`src/hw/ctcc_map.vh`:
```
`ifndef CTCC_MAP_VH
`define CTCC_MAP_VH

// Register addresses on the host register port
`define CTCC_ADDR_W 6
`define CTCC_ADDR_CFG 6'h13
`define CTCC_ADDR_OFS_HI 6'h14
`define CTCC_ADDR_OFS_LO 6'h15
`define CTCC_ADDR_GAIN_HI 6'h16
`define CTCC_ADDR_GAIN_LO 6'h17

// Register width and reset values
`define CTCC_DATA_W 16
`define CTCC_RST_CFG 16'h0000
`define CTCC_RST_OFS_HI 16'h0000
`define CTCC_RST_OFS_LO 16'h0000
`define CTCC_RST_GAIN_HI 16'h8000
`define CTCC_RST_GAIN_LO 16'h0000

// Writable bit masks; cleared bits are reserved and read as zero
`define CTCC_MASK_CFG 16'hFFC7
`define CTCC_MASK_FULL 16'hFFFF
`define CTCC_MASK_LO 16'hFF00

// Configuration register fields
`define CTCC_PHASE_MSB 15
`define CTCC_PHASE_LSB 6
`define CTCC_PHASE_W 10
`define CTCC_DCOFF_BIT 2
`define CTCC_MUX_MSB 1
`define CTCC_MUX_LSB 0
`define CTCC_MUX_W 2

// Low calibration registers hold the low byte of the word in 15:8
`define CTCC_LO_MSB 15
`define CTCC_LO_LSB 8
`define CTCC_CAL_W 24

// Input selection codes
`define CTCC_MUX_OWN 2'h0
`define CTCC_MUX_SHORT 2'h1
`define CTCC_MUX_TEST_POS 2'h2
`define CTCC_MUX_TEST_NEG 2'h3

// Global DC filter setting; zero means the filter is off globally
`define CTCC_DCSET_W 4
`define CTCC_DCSET_OFF 4'h0

`endif

```
`src/hw/ctcc_reg_cell.v`:
```
`include "ctcc_map.vh"

module ctcc_reg_cell #(
  parameter [`CTCC_DATA_W-1:0] RST_VAL = `CTCC_RST_CFG,
  parameter [`CTCC_DATA_W-1:0] WR_MASK = `CTCC_MASK_FULL
) (
  input wire i_ref_clk,
  input wire i_nrst,
  input wire i_wr,
  input wire [`CTCC_DATA_W-1:0] i_wdata,
  output wire [`CTCC_DATA_W-1:0] o_q
);

  reg [`CTCC_DATA_W-1:0] q_r;
  wire [`CTCC_DATA_W-1:0] q_nxt;

  assign q_nxt = i_wr ? (i_wdata & WR_MASK) : q_r;

  always @(posedge i_ref_clk or negedge i_nrst) begin
    if (!i_nrst) begin
      q_r <= RST_VAL & WR_MASK;
    end else begin
      q_r <= q_nxt;
    end
  end

  assign o_q = q_r;

endmodule // ctcc_reg_cell

```
`src/hw/ctcc_regs.v`:
```
// Operation
// - Phase delay, signed, bits 15:6, reset zero
// - Bit 2 disables DC filter locally
// - Bits 1:0 select converter input source
// - Config bits 5:3 always read zero
// - Offset high holds offset bits 23:8
// - Offset low byte in 15:8, rest zero
// - Gain high holds bits 23:8, reset 8000h
// - Gain low byte in 15:8, rest zero
`include "ctcc_map.vh"

module ctcc_regs (
  input wire i_ref_clk,
  input wire i_nrst,
  input wire [`CTCC_ADDR_W-1:0] i_reg_addr,
  input wire i_reg_wr,
  input wire i_reg_rd,
  input wire [`CTCC_DATA_W-1:0] i_reg_wdata,
  input wire [`CTCC_DCSET_W-1:0] i_global_dc_filter_setting,
  output reg [`CTCC_DATA_W-1:0] o_reg_rdata,
  output reg o_reg_rvalid,
  output reg o_reg_err,
  output wire [`CTCC_DATA_W-1:0] o_chan_b_config,
  output wire [`CTCC_PHASE_W-1:0] o_chan_b_phase_delay,
  output wire o_chan_b_dc_filter_off,
  output wire [`CTCC_MUX_W-1:0] o_chan_b_input_select,
  output wire [`CTCC_CAL_W-1:0] o_chan_b_offset,
  output wire [`CTCC_CAL_W-1:0] o_chan_b_gain,
  output reg [`CTCC_DCSET_W-1:0] o_chan_b_dc_filter_coef,
  output reg o_chan_b_dc_filter_active,
  output reg o_chan_b_sel_own_pins,
  output reg o_chan_b_sel_shorted,
  output reg o_chan_b_sel_test_pos,
  output reg o_chan_b_sel_test_neg,
  output reg o_chan_b_phase_updated,
  output reg o_chan_b_cal_updated
);

  // Address match, used for every register select
  function addr_is;
    input [`CTCC_ADDR_W-1:0] addr;
    input [`CTCC_ADDR_W-1:0] ref_addr;
    begin
      addr_is = (addr == ref_addr);
    end
  endfunction

  // Place a low calibration byte under its high word
  function [`CTCC_CAL_W-1:0] join_cal;
    input [`CTCC_DATA_W-1:0] hi;
    input [`CTCC_DATA_W-1:0] lo;
    begin
      join_cal = {hi, lo[`CTCC_LO_MSB:`CTCC_LO_LSB]};
    end
  endfunction

  // Phase field of a configuration word
  function [`CTCC_PHASE_W-1:0] phase_of;
    input [`CTCC_DATA_W-1:0] word;
    begin
      phase_of = word[`CTCC_PHASE_MSB:`CTCC_PHASE_LSB];
    end
  endfunction

  // Input selection field of a configuration word
  function [`CTCC_MUX_W-1:0] mux_of;
    input [`CTCC_DATA_W-1:0] word;
    begin
      mux_of = word[`CTCC_MUX_MSB:`CTCC_MUX_LSB];
    end
  endfunction

  wire sel_cfg;
  wire sel_ofs_hi;
  wire sel_ofs_lo;
  wire sel_gain_hi;
  wire sel_gain_lo;
  wire sel_any;
  wire wr_cfg;
  wire wr_ofs_hi;
  wire wr_ofs_lo;
  wire wr_gain_hi;
  wire wr_gain_lo;
  wire [`CTCC_DATA_W-1:0] cfg_q;
  wire [`CTCC_DATA_W-1:0] ofs_hi_q;
  wire [`CTCC_DATA_W-1:0] ofs_lo_q;
  wire [`CTCC_DATA_W-1:0] gain_hi_q;
  wire [`CTCC_DATA_W-1:0] gain_lo_q;
  reg [`CTCC_DATA_W-1:0] rd_mux;
  reg [`CTCC_DATA_W-1:0] rdata_nxt;
  reg rvalid_nxt;
  reg err_nxt;
  reg [`CTCC_DCSET_W-1:0] coef_nxt;
  reg active_nxt;
  reg own_nxt;
  reg short_nxt;
  reg tpos_nxt;
  reg tneg_nxt;
  reg phase_upd_nxt;
  reg cal_upd_nxt;

  assign sel_cfg = addr_is(i_reg_addr, `CTCC_ADDR_CFG);
  assign sel_ofs_hi = addr_is(i_reg_addr, `CTCC_ADDR_OFS_HI);
  assign sel_ofs_lo = addr_is(i_reg_addr, `CTCC_ADDR_OFS_LO);
  assign sel_gain_hi = addr_is(i_reg_addr, `CTCC_ADDR_GAIN_HI);
  assign sel_gain_lo = addr_is(i_reg_addr, `CTCC_ADDR_GAIN_LO);
  assign sel_any = sel_cfg | sel_ofs_hi | sel_ofs_lo | sel_gain_hi |
    sel_gain_lo;

  assign wr_cfg = i_reg_wr & sel_cfg;
  assign wr_ofs_hi = i_reg_wr & sel_ofs_hi;
  assign wr_ofs_lo = i_reg_wr & sel_ofs_lo;
  assign wr_gain_hi = i_reg_wr & sel_gain_hi;
  assign wr_gain_lo = i_reg_wr & sel_gain_lo;

  ctcc_reg_cell #(
    .RST_VAL(`CTCC_RST_CFG),
    .WR_MASK(`CTCC_MASK_CFG)
  ) u_cfg (
    .i_ref_clk(i_ref_clk),
    .i_nrst(i_nrst),
    .i_wr(wr_cfg),
    .i_wdata(i_reg_wdata),
    .o_q(cfg_q)
  );

  ctcc_reg_cell #(
    .RST_VAL(`CTCC_RST_OFS_HI),
    .WR_MASK(`CTCC_MASK_FULL)
  ) u_ofs_hi (
    .i_ref_clk(i_ref_clk),
    .i_nrst(i_nrst),
    .i_wr(wr_ofs_hi),
    .i_wdata(i_reg_wdata),
    .o_q(ofs_hi_q)
  );

  ctcc_reg_cell #(
    .RST_VAL(`CTCC_RST_OFS_LO),
    .WR_MASK(`CTCC_MASK_LO)
  ) u_ofs_lo (
    .i_ref_clk(i_ref_clk),
    .i_nrst(i_nrst),
    .i_wr(wr_ofs_lo),
    .i_wdata(i_reg_wdata),
    .o_q(ofs_lo_q)
  );

  ctcc_reg_cell #(
    .RST_VAL(`CTCC_RST_GAIN_HI),
    .WR_MASK(`CTCC_MASK_FULL)
  ) u_gain_hi (
    .i_ref_clk(i_ref_clk),
    .i_nrst(i_nrst),
    .i_wr(wr_gain_hi),
    .i_wdata(i_reg_wdata),
    .o_q(gain_hi_q)
  );

  ctcc_reg_cell #(
    .RST_VAL(`CTCC_RST_GAIN_LO),
    .WR_MASK(`CTCC_MASK_LO)
  ) u_gain_lo (
    .i_ref_clk(i_ref_clk),
    .i_nrst(i_nrst),
    .i_wr(wr_gain_lo),
    .i_wdata(i_reg_wdata),
    .o_q(gain_lo_q)
  );

  // Field views straight from the register flops
  assign o_chan_b_config = cfg_q;
  assign o_chan_b_phase_delay = phase_of(cfg_q);
  assign o_chan_b_dc_filter_off = cfg_q[`CTCC_DCOFF_BIT];
  assign o_chan_b_input_select = mux_of(cfg_q);
  assign o_chan_b_offset = join_cal(ofs_hi_q, ofs_lo_q);
  assign o_chan_b_gain = join_cal(gain_hi_q, gain_lo_q);

  // Read mux sees the values before any same-cycle write
  always @* begin
    rd_mux = {`CTCC_DATA_W{1'b0}};
    case (1'b1)
      sel_cfg: begin
        rd_mux = cfg_q;
      end
      sel_ofs_hi: begin
        rd_mux = ofs_hi_q;
      end
      sel_ofs_lo: begin
        rd_mux = ofs_lo_q;
      end
      sel_gain_hi: begin
        rd_mux = gain_hi_q;
      end
      sel_gain_lo: begin
        rd_mux = gain_lo_q;
      end
      default: begin
        rd_mux = {`CTCC_DATA_W{1'b0}};
      end
    endcase
  end

  // Read answer one cycle after the request; unmapped answers zero
  always @* begin
    rdata_nxt = o_reg_rdata;
    rvalid_nxt = 1'b0;
    err_nxt = 1'b0;
    if (i_reg_rd) begin
      rdata_nxt = rd_mux;
      rvalid_nxt = 1'b1;
    end
    if ((i_reg_rd | i_reg_wr) & ~sel_any) begin
      err_nxt = 1'b1;
    end
  end

  always @(posedge i_ref_clk or negedge i_nrst) begin
    if (!i_nrst) begin
      o_reg_rdata <= {`CTCC_DATA_W{1'b0}};
      o_reg_rvalid <= 1'b0;
      o_reg_err <= 1'b0;
    end else begin
      o_reg_rdata <= rdata_nxt;
      o_reg_rvalid <= rvalid_nxt;
      o_reg_err <= err_nxt;
    end
  end

  // Effective filter setting and one-hot input routing
  always @* begin
    if (cfg_q[`CTCC_DCOFF_BIT]) begin
      coef_nxt = `CTCC_DCSET_OFF;
    end else begin
      coef_nxt = i_global_dc_filter_setting;
    end
    active_nxt = (coef_nxt != `CTCC_DCSET_OFF);
    own_nxt = 1'b0;
    short_nxt = 1'b0;
    tpos_nxt = 1'b0;
    tneg_nxt = 1'b0;
    case (mux_of(cfg_q))
      `CTCC_MUX_OWN: begin
        own_nxt = 1'b1;
      end
      `CTCC_MUX_SHORT: begin
        short_nxt = 1'b1;
      end
      `CTCC_MUX_TEST_POS: begin
        tpos_nxt = 1'b1;
      end
      `CTCC_MUX_TEST_NEG: begin
        tneg_nxt = 1'b1;
      end
      default: begin
        own_nxt = 1'b1;
      end
    endcase
  end

  // Update strobes let the datapath reload phase and calibration
  always @* begin
    // Same-phase rewrite must not restart the phase aligner
    phase_upd_nxt = wr_cfg &
      (phase_of(i_reg_wdata) != phase_of(cfg_q));
    cal_upd_nxt = wr_ofs_hi | wr_ofs_lo | wr_gain_hi | wr_gain_lo;
  end

  always @(posedge i_ref_clk or negedge i_nrst) begin
    if (!i_nrst) begin
      o_chan_b_dc_filter_coef <= `CTCC_DCSET_OFF;
      o_chan_b_dc_filter_active <= 1'b0;
      o_chan_b_sel_own_pins <= 1'b1;
      o_chan_b_sel_shorted <= 1'b0;
      o_chan_b_sel_test_pos <= 1'b0;
      o_chan_b_sel_test_neg <= 1'b0;
      o_chan_b_phase_updated <= 1'b0;
      o_chan_b_cal_updated <= 1'b0;
    end else begin
      o_chan_b_dc_filter_coef <= coef_nxt;
      o_chan_b_dc_filter_active <= active_nxt;
      o_chan_b_sel_own_pins <= own_nxt;
      o_chan_b_sel_shorted <= short_nxt;
      o_chan_b_sel_test_pos <= tpos_nxt;
      o_chan_b_sel_test_neg <= tneg_nxt;
      o_chan_b_phase_updated <= phase_upd_nxt;
      o_chan_b_cal_updated <= cal_upd_nxt;
    end
  end

endmodule // ctcc_regs

```
`config.mk`:
```
export PLATFORM = sky130hd
export DESIGN_NAME = ctcc_regs
export DESIGN_NICKNAME = d
export VERILOG_FILES = /design/src/hw/ctcc_reg_cell.v /design/src/hw/ctcc_regs.v
export VERILOG_INCLUDE_DIRS = /design/src /design/src/hw
export SDC_FILE = /design/constraint.sdc
export NUM_CORES = 1
export LEC_CHECK = 0
export BUFFER_PORTS_ARGS = -buffer_cell sky130_fd_sc_hd__buf_2
export CORE_MARGIN = 2
export CORE_UTILIZATION = 50
export DETAILED_ROUTE_END_ITERATION = 10
export PLACE_DENSITY = 0.83
export SLEW_MARGIN = 20
export SYNTH_ARGS = -nofsm -noshare
export SYNTH_HDL_FRONTEND = slang
export SYNTH_SLANG_ARGS = --single-unit
export TNS_END_PERCENT = 1
```
`constraint.sdc`:
```
create_clock -name i_ref_clk -period 2.3 [get_ports i_ref_clk]
set_clock_uncertainty 0.2 [all_clocks]
set_input_delay 0.46 -clock i_ref_clk [delete_from_list [all_inputs] [get_ports i_ref_clk]]
set_output_delay 0.46 -clock i_ref_clk [all_outputs]
set_load 0.005 [all_outputs]
```
# ---- After elaboration in Yosys (flattened, before gate mapping)
# Cells that the tools add are included.
dict set report totals {
  reg_bits 90
  input_bits 30
  output_inout_bits 106
  word_cells 55
}
dict set report classes {
  n_eq_ne 9
  mux 12
  n_bitwise 16
  reduce_logical 2
}
# op n
set ops {}
lappend ops {{16-bit 2-to-1 mux} 5}
lappend ops {{6-bit by 5-bit == test with 1-bit output, second input constant} 5}
lappend ops {{10-bit inequality test} 1}
lappend ops {{1-bit OR} 8}
lappend ops {{1-bit AND} 7}
lappend ops {{1-bit 2-to-1 mux} 6}
lappend ops {{2-bit == test, second input constant} 2}
lappend ops {{4-bit 2-to-1 mux} 1}
lappend ops {{4-bit nonzero test} 1}
lappend ops {{2-bit by 1-bit == test with 1-bit output, second input constant} 1}
lappend ops {{2-bit zero test} 1}
lappend ops {{1-bit inverter} 1}

# ---- Depth between registers and ports, before layout
dict set report depth {
  ltp_word 8
  ltp_mapped 6
  depth_no_buf 3
}

# ---- By module
# Synthesis repeated with hierarchy kept, for this count alone.
dict set report hier_totals {
  cells_unflattened 323
  area_unflattened_um2 4561.9
}
# mod instances cells_each area_each_um2 seq_area_each_um2
set by_module_without_submodules {}
lappend by_module_without_submodules {ctcc_regs 1 172 1924.3 726.9}
lappend by_module_without_submodules {{ctcc_reg_cell (u_gain_lo ...)} 2 26 395.4 200.2}
lappend by_module_without_submodules {{ctcc_reg_cell (u_gain_hi)} 1 34 650.6 401.6}
lappend by_module_without_submodules {{ctcc_reg_cell (u_ofs_hi)} 1 34 649.4 400.4}
lappend by_module_without_submodules {{ctcc_reg_cell (u_cfg)} 1 31 546.8 325.3}

# ---- Worst setup path before layout
# Ideal clock, no wire load.
dict set report synth_timing {
  path_type {in2reg}
  startpoint {in i_reg_addr[5]}
  endpoint {reg u_ofs_hi.q_r[10] (netlist: u_ofs_hi.o_q[10])}
  setup_time_ns 0.125
  arrival_time_ns 1.509
  t_required_ns 1.975
  path_slack_ns 0.466
  stages 5
  n_path_buf 2
  path_cell_list {and4bb_2 -> buf_6 -> nand3_4 -> buf_6 -> mux2_4}
}
dict set report synth_via {
  elab_chain_cells 2
}
# item line
set synth_lines {}
lappend synth_lines {{from (decl)} ctcc_regs.v:15} ;# input wire [`CTCC_ADDR_W-1:0] i_reg_addr,
lappend synth_lines {{6-bit by 5-bit == test with 1-bit output} ctcc_regs.v:44} ;# addr_is = (addr == ref_addr);
lappend synth_lines {{1-bit AND} ctcc_regs.v:111} ;# assign wr_ofs_hi = i_reg_wr & sel_ofs_hi;
lappend synth_lines {{to (signal assigned)} ctcc_reg_cell.v:21} ;# q_r <= RST_VAL & WR_MASK;
lappend synth_lines {{to (signal assigned)} ctcc_reg_cell.v:23} ;# q_r <= q_nxt;
lappend synth_lines {{to (decl)} ctcc_reg_cell.v:14} ;# reg [`CTCC_DATA_W-1:0] q_r;
# No other way between the ends.
# A chain may end at the register's enable or synchronous reset.

# ---- Final worst setup path
dict set report layout_timing {
  startpoint {in i_reg_addr[5]}
  endpoint {reg u_gain_hi.q_r[1] (netlist: u_gain_hi.o_q[1])}
}
dict set report layout_via {
  elab_chain_cells 2
}
# item line
set layout_lines {}
lappend layout_lines {{6-bit by 5-bit == test with 1-bit output} ctcc_regs.v:44}
lappend layout_lines {{1-bit AND} ctcc_regs.v:113} ;# assign wr_gain_hi = i_reg_wr & sel_gain_hi;
lappend layout_lines {{to (signal assigned)} ctcc_reg_cell.v:21}
lappend layout_lines {{to (signal assigned)} ctcc_reg_cell.v:23}
lappend layout_lines {{to (decl)} ctcc_reg_cell.v:14}
# No other way between the ends.

==> qor.txt <==
std cell rows: 32
FF-to-FF path depth: 3
Mapped Avg Cell Area: 13.73 um^2
GPL Wtd Cong: 0.8142
diode count: 0
Iter 0 DRT Violations: 130
routed length on met1: 4.010 mm
critical path data required time: 2.34 ns
vias after detailed routing: 2836
root buf cell: clkbuf_8
DP Worst Slack: 0.08991 ns
startpoint types: input pin
Worst slew margin: 57.85%
highest metal used: met4
input/output buffers: 132
CTS clk-pin slew, worst paths: 0.09 ns
Crit. End Element: flop
R2R Setup Slk: 0.81 ns
Pins Over Slew Limit: 0
DRC: 0
Synthesis Warnings: 0
core box area: 7807 um^2
min cycle time layout: 1.834 ns
post-route ant nets: 0
setup bufs post-CTS: 0
grt total ovfl: 0
initial antenna violation count: 0
commonest cells after routing, fill and taps aside: buf_2 (131), dfrtp_1 (88), mux2_2 (58)
post-CTS sizing: 0
Die W: 94.45 um
Skew-Pair Late Insertion Delay: 0.35 ns
vias per std cell: 5.371
PD cells: 749.4 nW/um^2
max-cap viol count: 0
WL met3: 547 um
final design utilization: 63.75%
CP Max Fanout: 16
Yosys reg bits: 90
first-pass GRT wire length: 14.94 mm
FF-to-FF End: o_chan_b_phase_updated$_DFF_PN0_
final hold vios: 0
final setup vio count: 0
fin nets: 451
most common cell after layout, fill and taps aside: buf_2
outcome: finished, final reports clean
LEAKAGE: 2.641 nW
Cell Area, Synth: 4090 um^2
hold_ws: 0.1412 ns
die area: 8920 um^2
cell count of the worst hold path: 2
post-synthesis sequential area ratio: 55.12%
pin count of the biggest net entering global routing: 59
Yosys cell types: 33
Setup TNS Final: 0 ns
Worst R2R Start: u_cfg.o_q[13]$_DFFE_PN0P_
Peak VDD IR: 0.0004087 V
Arr. time, crit path: 1.88 ns
die height: 94.45 um
Clock Path Buffers: 2
Final WS setup: 0.4661 ns
TritonCTS clock tree: yes
Total Wirelength: 9.644 mm
Worst Max-Slew Pin Slew: 0.6323 ns
CTS Buf Count: 9
Detailed Routing Iterations Pass 1: 4
start point of the worst hold path: i_reg_wdata[3]
metal2 WL: 4.899 mm
P&R area growth vs syn: 21.69%
Sink Count: 90
Tcrit/Tclk final: 79.74%
Highest Clock Rate: 0.5453 GHz
vias in the first global route: 2887
Syn Inst Count: 298
Hold EP: u_gain_hi.o_q[3]$_DFFE_PN0P_
total track usage: 22.50%
H-tree depth: 3
Starting Density: 52.39%
Setup CP Type: in2reg
routed wire length per instance: 18.27 um
layout cells sized above 1: 56.57%
Ports: 136
RSZ-0062 raised after global routing: false
worst hold path type: in2reg
Detail Placement HPWL: 6.864 mm
[metal layers]
layer / up-vias / global-route usage [%]
met2: 93 / 37.14
met5: - / 0
li1: 1284 / -
met1: 1445 / 28.65
met4: 0 / 8.213
met3: 14 / 6.145
[cell usage after synthesis]
| library cell | instances | area share (%) |
|---|---|---|
| mux4_2 | 8 | 4.4 |
| mux2_1 | 1 | 0.28 |
| and3b_1 | 1 | 0.21 |
| nand4b_2 | 1 | 0.37 |
| conb_1 | 1 | 0.092 |
| or4_1 | 1 | 0.18 |
| o22ai_1 | 3 | 0.46 |
| nand2_1 | 11 | 1.0 |
| nand3_1 | 13 | 1.6 |
| nor2_1 | 17 | 1.6 |
| nor3b_2 | 1 | 0.31 |
| nor2b_1 | 6 | 0.92 |
| buf_6 | 3 | 0.83 |
| nand4b_4 | 1 | 0.58 |
| nand3_4 | 2 | 0.86 |
| dfrtp_1 | 88 | 54 |
| a211oi_1 | 1 | 0.18 |
| a31oi_1 | 14 | 2.1 |
| xor2_1 | 10 | 2.1 |
| mux2_4 | 10 | 3.7 |
| buf_2 | 8 | 0.98 |
| and4bb_2 | 1 | 0.31 |
| nand3b_1 | 5 | 0.92 |
| buf_4 | 17 | 3.1 |
| clkbuf_1 | 4 | 0.37 |
| inv_1 | 3 | 0.28 |
| nand4_2 | 1 | 0.31 |
| and2_1 | 2 | 0.31 |
| mux2_2 | 58 | 16 |
| buf_1 | 1 | 0.092 |
| nor4_1 | 2 | 0.31 |
| dfstp_2 | 2 | 1.3 |
| nand2b_1 | 1 | 0.15 |
[worst max-delay path: stages]
cell and delay, ns:
buf_2 0.11, and4bb_2 0.51, nand4b_4 0.39, mux2_2 0.41
[through the flow]
step                area [um^2]  cells  power (mW)
global placement           4756    511       2.574
detailed placement         4756    511       2.606
CTS                        4977    528       3.749
floorplan                  4098    300       2.277
global route               4977    528       3.893
finish                     4977    528       3.730
[worst max path at each step]
stage / startpoint / endpoint / slack [ns]
floorplan: i_reg_addr[5] / u_ofs_hi.o_q[10]$_DFFE_PN0P_ / 0.47
global placement: i_reg_addr[5] / u_gain_hi.o_q[9]$_DFFE_PN0P_ / 0.12
detailed placement: i_reg_addr[5] / u_gain_hi.o_q[7]$_DFFE_PN0P_ / 0.09
CTS: i_reg_addr[5] / u_gain_hi.o_q[7]$_DFFE_PN0P_ / 0.46
global route: i_reg_addr[5] / u_gain_hi.o_q[7]$_DFFE_PN0P_ / 0.41
finish: i_reg_addr[5] / u_gain_hi.o_q[1]$_DFFE_PN0P_ / 0.47
[sequential cells by signal (all words and copies together) (netlist names), 4 cells and up]
name	cells
u_ofs_hi.o_q	16
u_ofs_lo.o_q	8
u_cfg.o_q	13
u_gain_hi.o_q	16
u_gain_lo.o_q	8
o_chan_b_dc_filter_coef	4
o_reg_rdata	16
[cells by family after synthesis]
| kind of cell | share of synthesized area, % |
|---|---|
| AO/OA/AOI/OAI | 2.784 |
| multiplexers | 24.32 |
| other | 0.09168 |
| XOR/XNOR | 2.141 |
| flip-flops | 55.12 |
| AND/OR/NAND/NOR | 9.881 |
| buffers and inverters | 5.659 |
[where the power goes]
group	internal (mW)	switching (mW)
Combinational	0.371	0.287
Clock	0.611	0.547
Sequential	1.76	0.151
Total	2.75	0.984
[what timing repair did]
item / 4_1_cts / 5_1_grt
hold buffers: 1 / 0
endpoints found under the setup margin: 0 / 0
endpoints found under the hold margin: 88 / 0
[layout make-up]
type,count,area (um^2)
Fill cell,592,2830
Sequential cell,90,2255
Multi-Input combinational cell,174,1612
Timing Repair Buffer,143,760.7
Clock buffer,11,131.4
Tap cell,102,127.6
Clock inverter,5,80.08
Inverter,3,11.26
Note: power is estimated with default switching activity, not from simulation.
